===== config.mk =====
export PLATFORM = sky130hd
export DESIGN_NAME = erw_ctrl
export DESIGN_NICKNAME = d
export VERILOG_FILES = /design/src/erw_pkg.sv /design/src/erw_ctrl.sv
export VERILOG_INCLUDE_DIRS = /design/src /design/src/src
export SDC_FILE = /design/constraint.sdc
export NUM_CORES = 1
export LEC_CHECK = 0
export BUFFER_PORTS_ARGS = -buffer_cell sky130_fd_sc_hd__buf_2
export CAP_MARGIN = 20
export CORE_ASPECT_RATIO = 1.75
export CORE_MARGIN = 3
export CORE_UTILIZATION = 25
export CTS_BUF_LIST = sky130_fd_sc_hd__clkbuf_4 sky130_fd_sc_hd__clkbuf_8
export DETAILED_ROUTE_END_ITERATION = 6
export GPL_ROUTABILITY_DRIVEN = 1
export PLACE_DENSITY = 0.44
export SYNTH_ARGS = -nofsm -noshare
export SYNTH_HDL_FRONTEND = slang
export SYNTH_SLANG_ARGS = --single-unit

===== constraint.sdc =====
create_clock -name clk -period 2.6 [get_ports clk]
set_input_delay 0.52 -clock clk [delete_from_list [all_inputs] [get_ports clk]]
set_output_delay 0.52 -clock clk [all_outputs]
set_load 0.02 [all_outputs]

===== src/erw_params.svh =====
`ifndef ERW_PARAMS_SVH
`define ERW_PARAMS_SVH

// ****************************************************************
// Phase field widths and reset values
// ****************************************************************
`define ERW_CMD_W        2
`define ERW_ACC_W        5
`define ERW_HOLD_W       2
`define ERW_DATA_W       16
`define ERW_CNT_ZERO     5'h00
`define ERW_DATA_RST     16'h0000
`define ERW_CFG_RST      1'b0
`define ERW_STROBE_IDLE  1'b1

`endif


===== src/erw_pkg.sv =====
package erw_pkg;

    // ****************************************************************
    // Bus cycle phases
    // ****************************************************************
    typedef enum logic [2:0] {
        ERW_IDLE,
        ERW_CMD,
        ERW_WSETUP,
        ERW_ACCESS,
        ERW_RDY_WAIT,
        ERW_HOLD
    } erw_phase_e;

    typedef logic [4:0] erw_cnt_t;

endpackage : erw_pkg


===== src/erw_ctrl.sv =====
// How it works
// - The ready level is selectable per cycle, so either a high or a low pin level means ready.
// - In synchronous mode the raw pin is judged directly, and the far side moves it with the system clock.
// - In asynchronous mode the pin goes through two flops and every ready cycle gets at least one waitstate.
// - The first sample point falls after the programmed command, setup and access phases.
// - A ready found inactive adds one ready waitstate phase and ready is sampled again.
// - A ready found active ends the access and moves on to the hold phase, or straight to idle when hold_len is zero.
// - The asynchronous sample point lies at least one cycle later than the synchronous one.
// - Ready is ignored until the programmed access waitstates have run out.
// - Read data is latched on the edge that raises the read strobe.
`timescale 1ns/100ps
`include "erw_params.svh"
`default_nettype none

module erw_ctrl (
    input  wire logic                     clk,
    input  wire logic                     rst,
    input  wire logic                     cycle_start,
    input  wire logic                     cycle_write,
    input  wire logic [`ERW_CMD_W-1:0]    cfg_cmd_len,
    input  wire logic                     cfg_wsetup_en,
    input  wire logic [`ERW_ACC_W-1:0]    cfg_access_m1,
    input  wire logic [`ERW_HOLD_W-1:0]   cfg_hold_len,
    input  wire logic                     cfg_ready_en,
    input  wire logic                     cfg_ready_async,
    input  wire logic                     cfg_ready_pol,
    input  wire logic                     ready_pin,
    input  wire logic [`ERW_DATA_W-1:0]   rd_data_pin,
    output logic                          bus_reference_clock_out,
    output logic                          busy,
    output logic                          rd_strobe_n,
    output logic                          wr_strobe_n,
    output logic                          ready_waitstate_phase,
    output logic                          cycle_done,
    output logic [`ERW_DATA_W-1:0]        rd_data
);

    // ****************************************************************
    // Latched cycle configuration
    // ****************************************************************
    logic                      is_write;
    logic [`ERW_CMD_W-1:0]     cmd_len;
    logic                      wsetup_en;
    logic [`ERW_ACC_W-1:0]     access_m1;
    logic [`ERW_HOLD_W-1:0]    hold_len;
    logic                      rdy_en;
    logic                      rdy_async;
    logic                      rdy_pol;
    erw_pkg::erw_phase_e       phase;
    erw_pkg::erw_phase_e       next_phase;
    erw_pkg::erw_cnt_t         cnt;
    erw_pkg::erw_cnt_t         next_cnt;
    logic                      sync1;
    logic                      sync2;
    logic                      rdy_seen;
    logic                      leave_access;

    function automatic logic is_ready(input logic level, input logic pol);
        is_ready = (level == pol);
    endfunction : is_ready

    function automatic logic next_is_write();
        next_is_write = (phase == erw_pkg::ERW_IDLE) ? cycle_write : is_write;
    endfunction : next_is_write

    always_ff @(posedge clk) begin
        if (rst) begin
            is_write  <= `ERW_CFG_RST;
            cmd_len   <= '0;
            wsetup_en <= `ERW_CFG_RST;
            access_m1 <= '0;
            hold_len  <= '0;
            rdy_en    <= `ERW_CFG_RST;
            rdy_async <= `ERW_CFG_RST;
            rdy_pol   <= `ERW_CFG_RST;
        end else if (phase == erw_pkg::ERW_IDLE && cycle_start) begin
            is_write  <= cycle_write;
            cmd_len   <= cfg_cmd_len;
            wsetup_en <= cfg_wsetup_en;
            access_m1 <= cfg_access_m1;
            hold_len  <= cfg_hold_len;
            rdy_en    <= cfg_ready_en;
            rdy_async <= cfg_ready_async;
            rdy_pol   <= cfg_ready_pol;
        end
    end

    // ****************************************************************
    // Ready synchroniser
    // ****************************************************************
    // Two flops cost latency but make an unrelated ready edge safe to use.
    always_ff @(posedge clk) begin
        if (rst) begin
            sync1 <= 1'b0;
            sync2 <= 1'b0;
        end else begin
            sync1 <= ready_pin;
            sync2 <= sync1;
        end
    end

    // The asynchronous path only looks at the second flop, hence later.
    always_comb begin
        if (rdy_async) begin
            rdy_seen = is_ready(sync2, rdy_pol);
        end else begin
            rdy_seen = is_ready(ready_pin, rdy_pol);
        end
    end

    // ****************************************************************
    // Phase sequencer
    // ****************************************************************
    // The first sample point follows the programmed phases on its own.
    always_comb begin
        next_phase   = phase;
        next_cnt     = cnt;
        leave_access = 1'b0;
        case (phase)
            erw_pkg::ERW_IDLE: begin
                if (cycle_start) begin
                    if (cfg_cmd_len != '0) begin
                        next_phase = erw_pkg::ERW_CMD;
                        next_cnt   = 5'(cfg_cmd_len - 2'h1);
                    end else if (cfg_wsetup_en && cycle_write) begin
                        next_phase = erw_pkg::ERW_WSETUP;
                        next_cnt   = `ERW_CNT_ZERO;
                    end else begin
                        next_phase = erw_pkg::ERW_ACCESS;
                        next_cnt   = cfg_access_m1;
                    end
                end
            end
            erw_pkg::ERW_CMD: begin
                if (cnt != `ERW_CNT_ZERO) begin
                    next_cnt = 5'(cnt - 5'h01);
                end else if (wsetup_en && is_write) begin
                    next_phase = erw_pkg::ERW_WSETUP;
                end else begin
                    next_phase = erw_pkg::ERW_ACCESS;
                    next_cnt   = access_m1;
                end
            end
            erw_pkg::ERW_WSETUP: begin
                next_phase = erw_pkg::ERW_ACCESS;
                next_cnt   = access_m1;
            end
            erw_pkg::ERW_ACCESS: begin
                if (cnt != `ERW_CNT_ZERO) begin
                    next_cnt = 5'(cnt - 5'h01);
                end else if (!rdy_en || (!rdy_async && rdy_seen)) begin
                    leave_access = 1'b1;
                end else begin
                    next_phase = erw_pkg::ERW_RDY_WAIT;
                end
            end
            erw_pkg::ERW_RDY_WAIT: begin
                if (rdy_seen) begin
                    leave_access = 1'b1;
                end
            end
            erw_pkg::ERW_HOLD: begin
                if (cnt != `ERW_CNT_ZERO) begin
                    next_cnt = 5'(cnt - 5'h01);
                end else begin
                    next_phase = erw_pkg::ERW_IDLE;
                end
            end
            default: begin
                next_phase = erw_pkg::ERW_IDLE;
            end
        endcase
        if (leave_access) begin
            if (hold_len != '0) begin
                next_phase = erw_pkg::ERW_HOLD;
                next_cnt   = 5'(hold_len - 2'h1);
            end else begin
                next_phase = erw_pkg::ERW_IDLE;
            end
        end
    end

    always_ff @(posedge clk) begin
        if (rst) begin
            phase <= erw_pkg::ERW_IDLE;
            cnt   <= `ERW_CNT_ZERO;
        end else begin
            phase <= next_phase;
            cnt   <= next_cnt;
        end
    end

    // ****************************************************************
    // Pin and status outputs
    // ****************************************************************
    // Strobes rise on the exit edge, so ready may fall right after it.
    always_ff @(posedge clk) begin
        if (rst) begin
            rd_strobe_n           <= `ERW_STROBE_IDLE;
            wr_strobe_n           <= `ERW_STROBE_IDLE;
            busy                  <= 1'b0;
            ready_waitstate_phase <= 1'b0;
            cycle_done            <= 1'b0;
        end else begin
            rd_strobe_n <= !((next_phase == erw_pkg::ERW_ACCESS ||
                              next_phase == erw_pkg::ERW_RDY_WAIT) && !next_is_write());
            wr_strobe_n <= !((next_phase == erw_pkg::ERW_ACCESS ||
                              next_phase == erw_pkg::ERW_RDY_WAIT) && next_is_write());
            busy                  <= (next_phase != erw_pkg::ERW_IDLE);
            ready_waitstate_phase <= (next_phase == erw_pkg::ERW_RDY_WAIT);
            cycle_done            <= (phase != erw_pkg::ERW_IDLE) &&
                                     (next_phase == erw_pkg::ERW_IDLE);
        end
    end

    always_ff @(posedge clk) begin
        if (rst) begin
            rd_data <= `ERW_DATA_RST;
        end else if (leave_access && !is_write) begin
            rd_data <= rd_data_pin;
        end
    end

    // The reference clock runs at half the system rate, held low in reset and free-running after it.
    always_ff @(posedge clk) begin
        if (rst) begin
            bus_reference_clock_out <= 1'b0;
        end else begin
            bus_reference_clock_out <= !bus_reference_clock_out;
        end
    end
endmodule : erw_ctrl

`default_nettype wire


==> run summary, run 1 <==
Port Buffers: 55
Most frequent cells in the layout: 55 x buf_2, 44 x dfxtp_1, 37 x nand2_1, 35 x nor2_1, 24 x buf_4
Num CTS Buffers: 5
Slew Limit Fails: 0
Initial antenna violation count: 0
Final #Nets: 364
Vias in the first global route: 2120
Met2 routed WL: 3740 um
Die ar.: 9750 um^2
CTS Buffer Depth: 2
Worst-Skew Late Latency: 0.30 ns
Setup crit start: cnt[1]$_SDFF_PP0_
Vias/cell: 4.81
Row count: 44
Most common cell after layout, fill and taps aside: buf_2
Fillcell total: 891
Via count: 2134
Post-Syn Area: 2140 um^2
Crit. End Element: flip-flop
Finished Core Util: 0.341
Met3 routed WL: 248 um
Largest net degree at the start of global routing: 36
Routed wire length: 6700 um
Post-synthesis register bit count: 44
Ys Warns: 0
Max Clk Rate: 410 MHz
Relative slew slack: 0.646
Metal1 wirelength: 2410 um
Mapped Nets: 293
GRT Util Overall: 0.142
Main flop type after synthesis: dfxtp_1
Hpwl dp: 5210 um
Clock sink count: 44
Setup CP Type: reg -> reg
Diode count: 0
CP Launch Type: flip-flop
P per Cell Area: 1000 nW/um^2
Clk pin slew, worst setup/hold paths: 0.08 ns
Unrepaired setup endpoints after global routing: false
Global-route wire length before repair: 10800 um
Peak VDD IR: 0.268 mV
Min-delay src: bus_reference_clock_out$_SDFF_PP0_
Max Used Layer: met4
Setup TNS: 0 ns
Num ports: 56
Seq/Total Area, Yosys: 0.411
Final setup viols: 0
CTS root buf: clkbuf_8
CTS tree: yes
Max FO, Critical Path: 16
Htree depth: 2
Mapped Cells: 258
Height of the die: 128 um
R2R Path Start: cnt[1]$_SDFF_PP0_
GR Overflow Total: 0
Worst Tran Pin Value: 0.527 ns
Avg Inst Size Synth: 8.30 um^2
Minimum clock period: 2.44 ns
Leak: 1.16 nW
Tcrit/Tclk final: 0.938
Synth unique cells: 52
RePlAce Congestion: 0.851
First drt pass iteration count: 5
Die width: 76.0 um
Layout Area Growth over Synthesis: 32.6%
Status: complete, no violations
Routed WL per cell: 15.1 um
Hold Fails Final Rpt: 0
Max-Cap Viols: 0
CP required: 2.78 ns
Post-synth ARST share: 0
Dpl cells: 436
Final hold slack: 0.413 ns
Arrival time at the worst endpoint: 2.62 ns
Number of synthesized flops with an enable pin: 0
Hold Path Class: reg -> reg
Core area: 8310 um^2
Drt first-iter violations: 78
Final ANT Viol Nets: 0
Layout cell share with drive strength beyond 1: 0.292
Starting Density: 0.258
Layout Skew: 0.00347 ns
Remaining DRCs: 0
Count of non-filler cells in the finished layout: 444
Design Power: 2.85 mW
-- synth_stat cells (all sizes together) (3+ instances only) --
| library cell | number | share of area |
|---|---|---|
| a21oi | 23 | 0.054 |
| a221oi | 3 | 0.012 |
| a31oi | 5 | 0.015 |
| buf | 4 | 0.016 |
| clkbuf | 13 | 0.023 |
| dfxtp | 44 | 0.41 |
| inv | 3 | 0.0053 |
| mux2i | 20 | 0.094 |
| nand2 | 37 | 0.065 |
| nand3b | 3 | 0.011 |
| nor2 | 36 | 0.071 |
| nor2b | 3 | 0.0088 |
| nor3 | 7 | 0.016 |
| nor4 | 4 | 0.012 |
| o21ai | 9 | 0.021 |
-- flip-flops by register name, indices dropped and copies added, names as in the netlist, 2 cells and up --
name	flops
rd_data	16
phase	3
cnt	5
hold_len	2
access_m1	5
-- per-stage QoR --
stage / worst slack (ns) / instance area [um^2]
2_1_floorplan: 0.152 / 2140
3_3_place_gp: 0.161 / 2680
3_5_place_dp: 0.107 / 2680
4_1_cts: 0.0879 / 2810
5_1_grt: 0.0468 / 2840
6_report: 0.162 / 2840
-- logic make-up after synthesis --
logic type	after synthesis	synth area share
mux	20	0.0935
simple gates	104	0.230
buf+inv	21	0.0456
fa+ha+maj	1	0.00584
compound gates	66	0.206
xor+xnor	2	0.00818
flops	44	0.411
-- cell type report --
type / count / area [um^2] / area share
Sequential cell: 44 / 881 / 0.310
Clock inverter: 2 / 60.1 / 0.0212
Timing Repair Buffer: 81 / 495 / 0.175
Tap cell: 115 / 144 / 0.0507
Multi-Input combinational cell: 193 / 1170 / 0.414
Clock buffer: 5 / 68.8 / 0.0243
Inverter: 4 / 15.0 / 0.00529
-- power by group --
group	switching [mW]	total, mW	internal, mW
combinational	0.753	1.34	0.587
sequential	0.105	0.897	0.792
clock	0.234	0.612	0.378
-- final timing paths --
check	end	slack [ns]	depth (start not counted)
max	rd_data[15]$_SDFFE_PP0P_	0.16	9
min	bus_reference_clock_out$_SDFF_PP0_	0.41	1
max reg2reg	rd_data[15]$_SDFFE_PP0P_	0.16	9
min reg2reg	bus_reference_clock_out$_SDFF_PP0_	0.41	1
-- worst max-delay path, stage by stage, from the launching register on --
cell       delay, ns
dfxtp_1         0.33
inv_1           0.05
ha_1            0.19
or4b_1          0.50
or4_4           0.45
a2bb2oi_2       0.22
nor2_8          0.14
buf_12          0.17
mux2i_1         0.21
nor2_1          0.05
-- per-layer routing --
| layer | track usage | up-vias |
|---|---|---|
| met2 | 0.270 | 66 |
| met3 | 0.0287 | 16 |
| met5 | 0 | - |
| met4 | 0.0864 | 0 |
| li1 | - | 1062 |
| met1 | 0.142 | 990 |
-- timing repair --
action,CTS,global route
resized for setup,0,2
buffers inserted,0,1
setup endpoints to repair,0,14
hold buffers,0,0
endpoints found under the hold margin,0,0
No activity file was read; power rests on OpenSTA's default activity.
==> run 2, diff against run 1 <==
GPL_ROUTABILITY_DRIVEN = default   (was 1)
PLACE_DENSITY = default   (was 0.44)
==> run summary, run 2 (synthesis gave the netlist of run 1 again) <==
Status: complete, no violations
Num ports: 56 (unchanged)
Layout cell share with drive strength beyond 1: 0.285 (-0.00652)
Crit. End Element: flip-flop
Height of the die: 128 um (unchanged)
CP Launch Type: flip-flop
Clock sink count: 44 (unchanged)
Peak VDD IR: 0.267 mV (-0.19%)
Max-Cap Viols: 0 (unchanged)
Max reg flops: 16 (unchanged)
Num CTS Buffers: 5 (unchanged)
P per Cell Area: 956 nW/um^2 (-4.8%)
Vias/cell: 4.84 (+0.77%)
Cells along the critical path: inv_1, ha_1, or4b_1, or4_4, o21ai_0, a221oi_1, a221oi_1
CTS Buffer Depth: 2 (unchanged)
Htree depth: 2 (unchanged)
RePlAce Congestion: 0.891 (+4.8%)
Die width: 76.0 um (unchanged)
Leak: 1.12 nW (-3.6%)
Row count: 44 (unchanged)
Layout Skew: 0.00394 ns (+0.000469 ns)
Cells on worst reg2reg path: 7 (-2)
Design Power: 2.63 mW (-7.6%)
DP Worst Slack: 0.0828 ns (-0.0238 ns)
Sequential Power Share: 0.333 (+0.018)
Net Switching: 1.08 mW (-1.2%)
Final #Nets: 361 (-0.82%)
Initial antenna violation count: 0 (unchanged)
Max Clk Rate: 406 MHz (-0.90%)
Met3 routed WL: 222 um (-10%)
Drt first-iter violations: 113 (+45%)
Cts-stage hold buffer count: 0 (unchanged)
Unrepaired setup endpoints after global routing: false
Final setup viols: 0 (unchanged)
Clk pin slew, worst setup/hold paths: 0.08 ns (about the same)
First drt pass iteration count: 4 (-1)
Routed wire length: 6210 um (-7.3%)
Port Buffers: 55 (unchanged)
Layout Area Growth over Synthesis: 28.7%
Hold path depth: 1 (unchanged)
Clock network power share: 0.159 (-0.056)
Comb pwr share: 0.508 (+0.038)
Worst-Skew Late Latency: 0.30 ns (about the same)
Vias in the first global route: 2097 (-1.1%)
Most common cell after layout, fill and taps aside: buf_2
Hold Path Class: reg -> reg
Remaining DRCs: 0 (unchanged)
Most frequent cells in the layout: 55 x buf_2, 44 x dfxtp_1, 37 x nand2_1, 35 x nor2_1, 23 x a21oi_1
Max FO, Critical Path: 4 (-12)
Largest net degree at the start of global routing: 26 (-28%)
Diode count: 0 (unchanged)
Internal: 1.55 mW (-11%)
Slew Limit Fails: 0 (unchanged)
CP required: 2.80 ns (+0.02 ns)
CP peak stage delay: 0.47 ns (-0.03 ns)
Global-route wire length before repair: 9870 um (-8.3%)
GRT Util Overall: 0.128 (-0.0144)
Setup TNS: 0 ns (unchanged)
CTS tree: yes
Relative slew slack: 0.682 (+0.0360)
CTS root buf: clkbuf_8
Setup CP Type: reg -> reg
Routed WL per cell: 14.1 um (-6.7%)
Sw Ratio: 0.410 (+0.0263)
Final ANT Viol Nets: 0 (unchanged)
Crit path top cell by count: a221oi_1
Via count: 2136 (+0.094%)
Top flop regs: rd_data: 16 flops, access_m1: 5 flops, cnt: 5 flops
Critical path buffers and inverters: 1 (-1)
Setup ws final: 0.140 ns (-0.0221 ns)
Starting Density: 0.258 (unchanged)
Die ar.: 9750 um^2 (unchanged)
Hpwl dp: 4790 um (-8.1%)
Fillcell total: 904 (+1.5%)
Largest Register: rd_data
Arrival time at the worst endpoint: 2.66 ns (+0.04 ns)
Minimum clock period: 2.46 ns (+0.0221 ns)
Core area: 8310 um^2 (unchanged)
Tcrit/Tclk final: 0.946 (+0.00850)
Top delay family on crit path: simple AND/OR/NAND/NOR gates
Met2 routed WL: 3460 um (-7.5%)
Hold Fails Final Rpt: 0 (unchanged)
Worst path depth: 7 (-2)
GR Overflow Total: 0 (unchanged)
Max Used Layer: met4
Metal1 wirelength: 2200 um (-8.5%)
Worst Tran Pin Value: 0.464 ns (-0.0632 ns)
Critical Path Slowest Stage Cell: or4b_1
[run 2: cell count changes in the layout (fill, tap and decap cells not counted), sizes merged]
cell      previous run  this run
clkinv               1         2
buf                 81        78
clkinvlp             0         1
bufinv               2         0
[run 2: repair_timing]
item / 4_1_cts / 5_1_grt
buffers inserted: 0 / 3
endpoints found under the setup margin: 0 / 6
resized for setup: 0 / 2
[run 2: worst paths after layout]
| path | from | to | slack (ns) |
|---|---|---|---|
| max reg2reg | cnt[1]$_SDFF_PP0_ | cnt[0]$_SDFF_PP0_ | 0.14 |
| min reg2reg | bus_reference_clock_out$_SDFF_PP0_ | bus_reference_clock_out$_SDFF_PP0_ | 0.42 |
| max | cnt[1]$_SDFF_PP0_ | cnt[0]$_SDFF_PP0_ | 0.14 |
| min | bus_reference_clock_out$_SDFF_PP0_ | bus_reference_clock_out$_SDFF_PP0_ | 0.42 |
[run 2: cell type report]
cell class	instances	area, um^2	share of cell area
timing repair buffer	78	460	0.167
tap	115	144	0.0522
clock inverter	2	12.5	0.00454
sequential	44	881	0.320
multi-input combinational	193	1170	0.426
inverter	4	15.0	0.00545
clock buffer	5	68.8	0.0250
[run 2: per-stage QoR]
step	instance area, um^2	hold slack [ns]	util	cells
floorplan	2140	0.414	-	258
global route	2760	0.446	0.331	441
CTS	2710	0.423	0.326	438
detailed placement	2630	0.409	0.316	431
global placement	2630	0.397	0.316	431
finish	2760	0.418	0.331	441
[run 2: power by group through the flow]
stage	Combinational, mW	Sequential, mW	Clock (mW)
2_1_floorplan	0.787	0.927	0
3_3_place_gp	1.28	0.887	0
3_5_place_dp	1.29	0.892	0
4_1_cts	1.29	0.877	0.447
5_1_grt	1.46	0.893	0.473
6_report	1.34	0.877	0.419
[run 2: metal layers]
metal,track usage,up-vias
met5,0,-
met4,0.0896,0
met3,0.0224,15
met2,0.247,64
met1,0.121,1004
li1,-,1053
==> run 3, diff against run 2 <==
PLACE_DENSITY_LB_ADDON = 0.08   (was default)
==> run summary, run 3 (synthesis gave the netlist of run 1 again) <==
CP Launch Type: flip-flop
Core area: 8310 um^2 (unchanged)
Critical Path Slowest Stage Cell: or4b_1
CP peak stage delay: 0.51 ns (+0.04 ns)
CTS Buffer Depth: 2 (unchanged)
Max-Cap Viols: 0 (unchanged)
Cells along the critical path: inv_1, ha_1, or4b_1, or4_4, a2bb2oi_2, nor2_8, buf_12, mux2i_1, nor2_1
Most frequent cells in the layout: 55 x buf_2, 44 x dfxtp_1, 37 x nand2_1, 35 x nor2_1, 29 x buf_4
Port Buffers: 55 (unchanged)
Setup CP Type: reg -> reg
Largest Register: rd_data
Max Clk Rate: 406 MHz (-0.14%)
Layout Skew: 0.0138 ns (+0.00985 ns)
Most common cell after layout, fill and taps aside: buf_2
Fillcell total: 922 (+2.0%)
Height of the die: 128 um (unchanged)
Num CTS Buffers: 5 (unchanged)
Arrival time at the worst endpoint: 2.66 ns (about the same)
First drt pass iteration count: 4 (unchanged)
Via count: 2155 (+0.89%)
Layout cell share with drive strength beyond 1: 0.313 (+0.0282)
Multi-input logic area: 1190 um^2 (+1.7%)
Cell Area, Placed: 2690 um^2 (+2.3%)
Num ports: 56 (unchanged)
Status: complete, no violations
Top flop regs: rd_data: 16 flops, access_m1: 5 flops, cnt: 5 flops
R2R setup slack: 0.14 ns (about the same)
Htree depth: 2 (unchanged)
Max reg flops: 16 (unchanged)
Vias/cell: 4.79 (-1.1%)
Clock sink count: 44 (unchanged)
Vias in the first global route: 2129 (+1.5%)
GR Overflow Total: 0 (unchanged)
Drt first-iter violations: 56 (-50%)
Crit. End Element: flip-flop
Starting Density: 0.258 (unchanged)
Worst Tran Pin Value: 0.500 ns (+0.0356 ns)
Dpl cells: 439 (+1.9%)
Minimum clock period: 2.46 ns (+0.00357 ns)
Count of non-filler cells in the finished layout: 450 (+2.0%)
Hold Path Class: reg -> reg
Leak: 1.18 nW (+6.0%)
CP required: 2.79 ns (about the same)
Hold Fails Final Rpt: 0 (unchanged)
Hpwl dp: 5390 um (+12%)
Slew Limit Fails: 0 (unchanged)
P per Cell Area: 1010 nW/um^2 (+5.2%)
Row count: 44 (unchanged)
Peak VDD IR: 0.324 mV (+21%)
Final setup viols: 0 (unchanged)
Tcrit/Tclk final: 0.948 (+0.00137)
Largest net degree at the start of global routing: 25 (-3.8%)
RePlAce Congestion: 0.855 (-4.1%)
Remaining DRCs: 0 (unchanged)
Clk pin slew, worst setup/hold paths: 0.08 ns (about the same)
Final ANT Viol Nets: 0 (unchanged)
Die ar.: 9750 um^2 (unchanged)
Routed WL per cell: 15.5 um (+10%)
Die width: 76.0 um (unchanged)
Worst-Skew Late Latency: 0.31 ns (about the same)
Initial antenna violation count: 0 (unchanged)
Layout Area Growth over Synthesis: 34.4%
FF+latch area: 881 um^2 (unchanged)
Max FO, Critical Path: 9 (+5)
Global-route wire length before repair: 10800 um (+9.0%)
GRT Util Overall: 0.144 (+0.0158)
Relative slew slack: 0.657 (-0.0244)
Routed wire length: 7000 um (+13%)
Unrepaired setup endpoints after global routing: false
Final instance area: 2880 um^2 (+4.5%)
Diode count: 0 (unchanged)
CTS tree: yes
CTS root buf: clkbuf_8
Final #Nets: 369 (+2.2%)
## run 3: through the flow
stage / power (mW) / setup WS [ns] / setup TNS (ns) / util / hold slack [ns]
detailed placement: 2.31 / -0.00121 / -0.00121 / 0.323 / 0.406
floorplan: 1.71 / 0.152 / 0 / - / 0.414
CTS: 2.88 / 0.0105 / 0 / 0.337 / 0.418
global route: 3.10 / 0.0208 / 0 / 0.346 / 0.431
global placement: 2.33 / 0.00624 / 0 / 0.323 / 0.396
finish: 2.89 / 0.136 / 0 / 0.346 / 0.412
## run 3: power by group
group          switching, mW  internal [mW]
clock network          0.246          0.296
registers              0.110          0.792
logic                  0.796          0.652
## run 3: layout make-up
type | instances | area share
Clock buffer | 6 | 0.0265
Clock inverter | 2 | 0.0122
Inverter | 4 | 0.00522
Multi-Input combinational cell | 193 | 0.415
Sequential cell | 44 | 0.306
Tap cell | 115 | 0.0500
Timing Repair Buffer | 86 | 0.185
## run 3: repair_timing
item / 4_1_cts / 5_1_grt
setup endpoints to repair: 1 / 19
pin swaps: 0 / 2
cloned: 0 / 0
setup buffers: 0 / 3
hold buffers: 0 / 0
resized for setup: 1 / 5
## run 3: path summary, 6_finish.rpt
check | startpoint | depth (start not counted) | endpoint
setup reg to reg | cnt[1]$_SDFF_PP0_ | 9 | rd_data[14]$_SDFFE_PP0P_
hold / removal | bus_reference_clock_out$_SDFF_PP0_ | 1 | bus_reference_clock_out$_SDFF_PP0_
hold reg to reg | bus_reference_clock_out$_SDFF_PP0_ | 1 | bus_reference_clock_out$_SDFF_PP0_
setup / recovery | cnt[1]$_SDFF_PP0_ | 9 | rd_data[14]$_SDFFE_PP0P_
## run 3: worst max-delay path: cells and delay by family, from the launching register on
kind / cells / cell delay [ns]
and+or+nand+nor: 4 / 1.20
DFF: 1 / 0.34
AOI/OAI and AO/OA: 1 / 0.22
buffers and inverters: 2 / 0.21
adders and majority gates: 1 / 0.20
muxes: 1 / 0.19
## run 3: routing by layer
layer  up-vias  part of all wire  routed length [um]  track usage
li1       1070                 -                   -            -
met1      1018              0.38                2670        0.137
met2        54              0.55                3880        0.285
met3        13             0.036                 249       0.0287
met4         0             0.029                 206       0.0790
met5         -                 0                   0            0
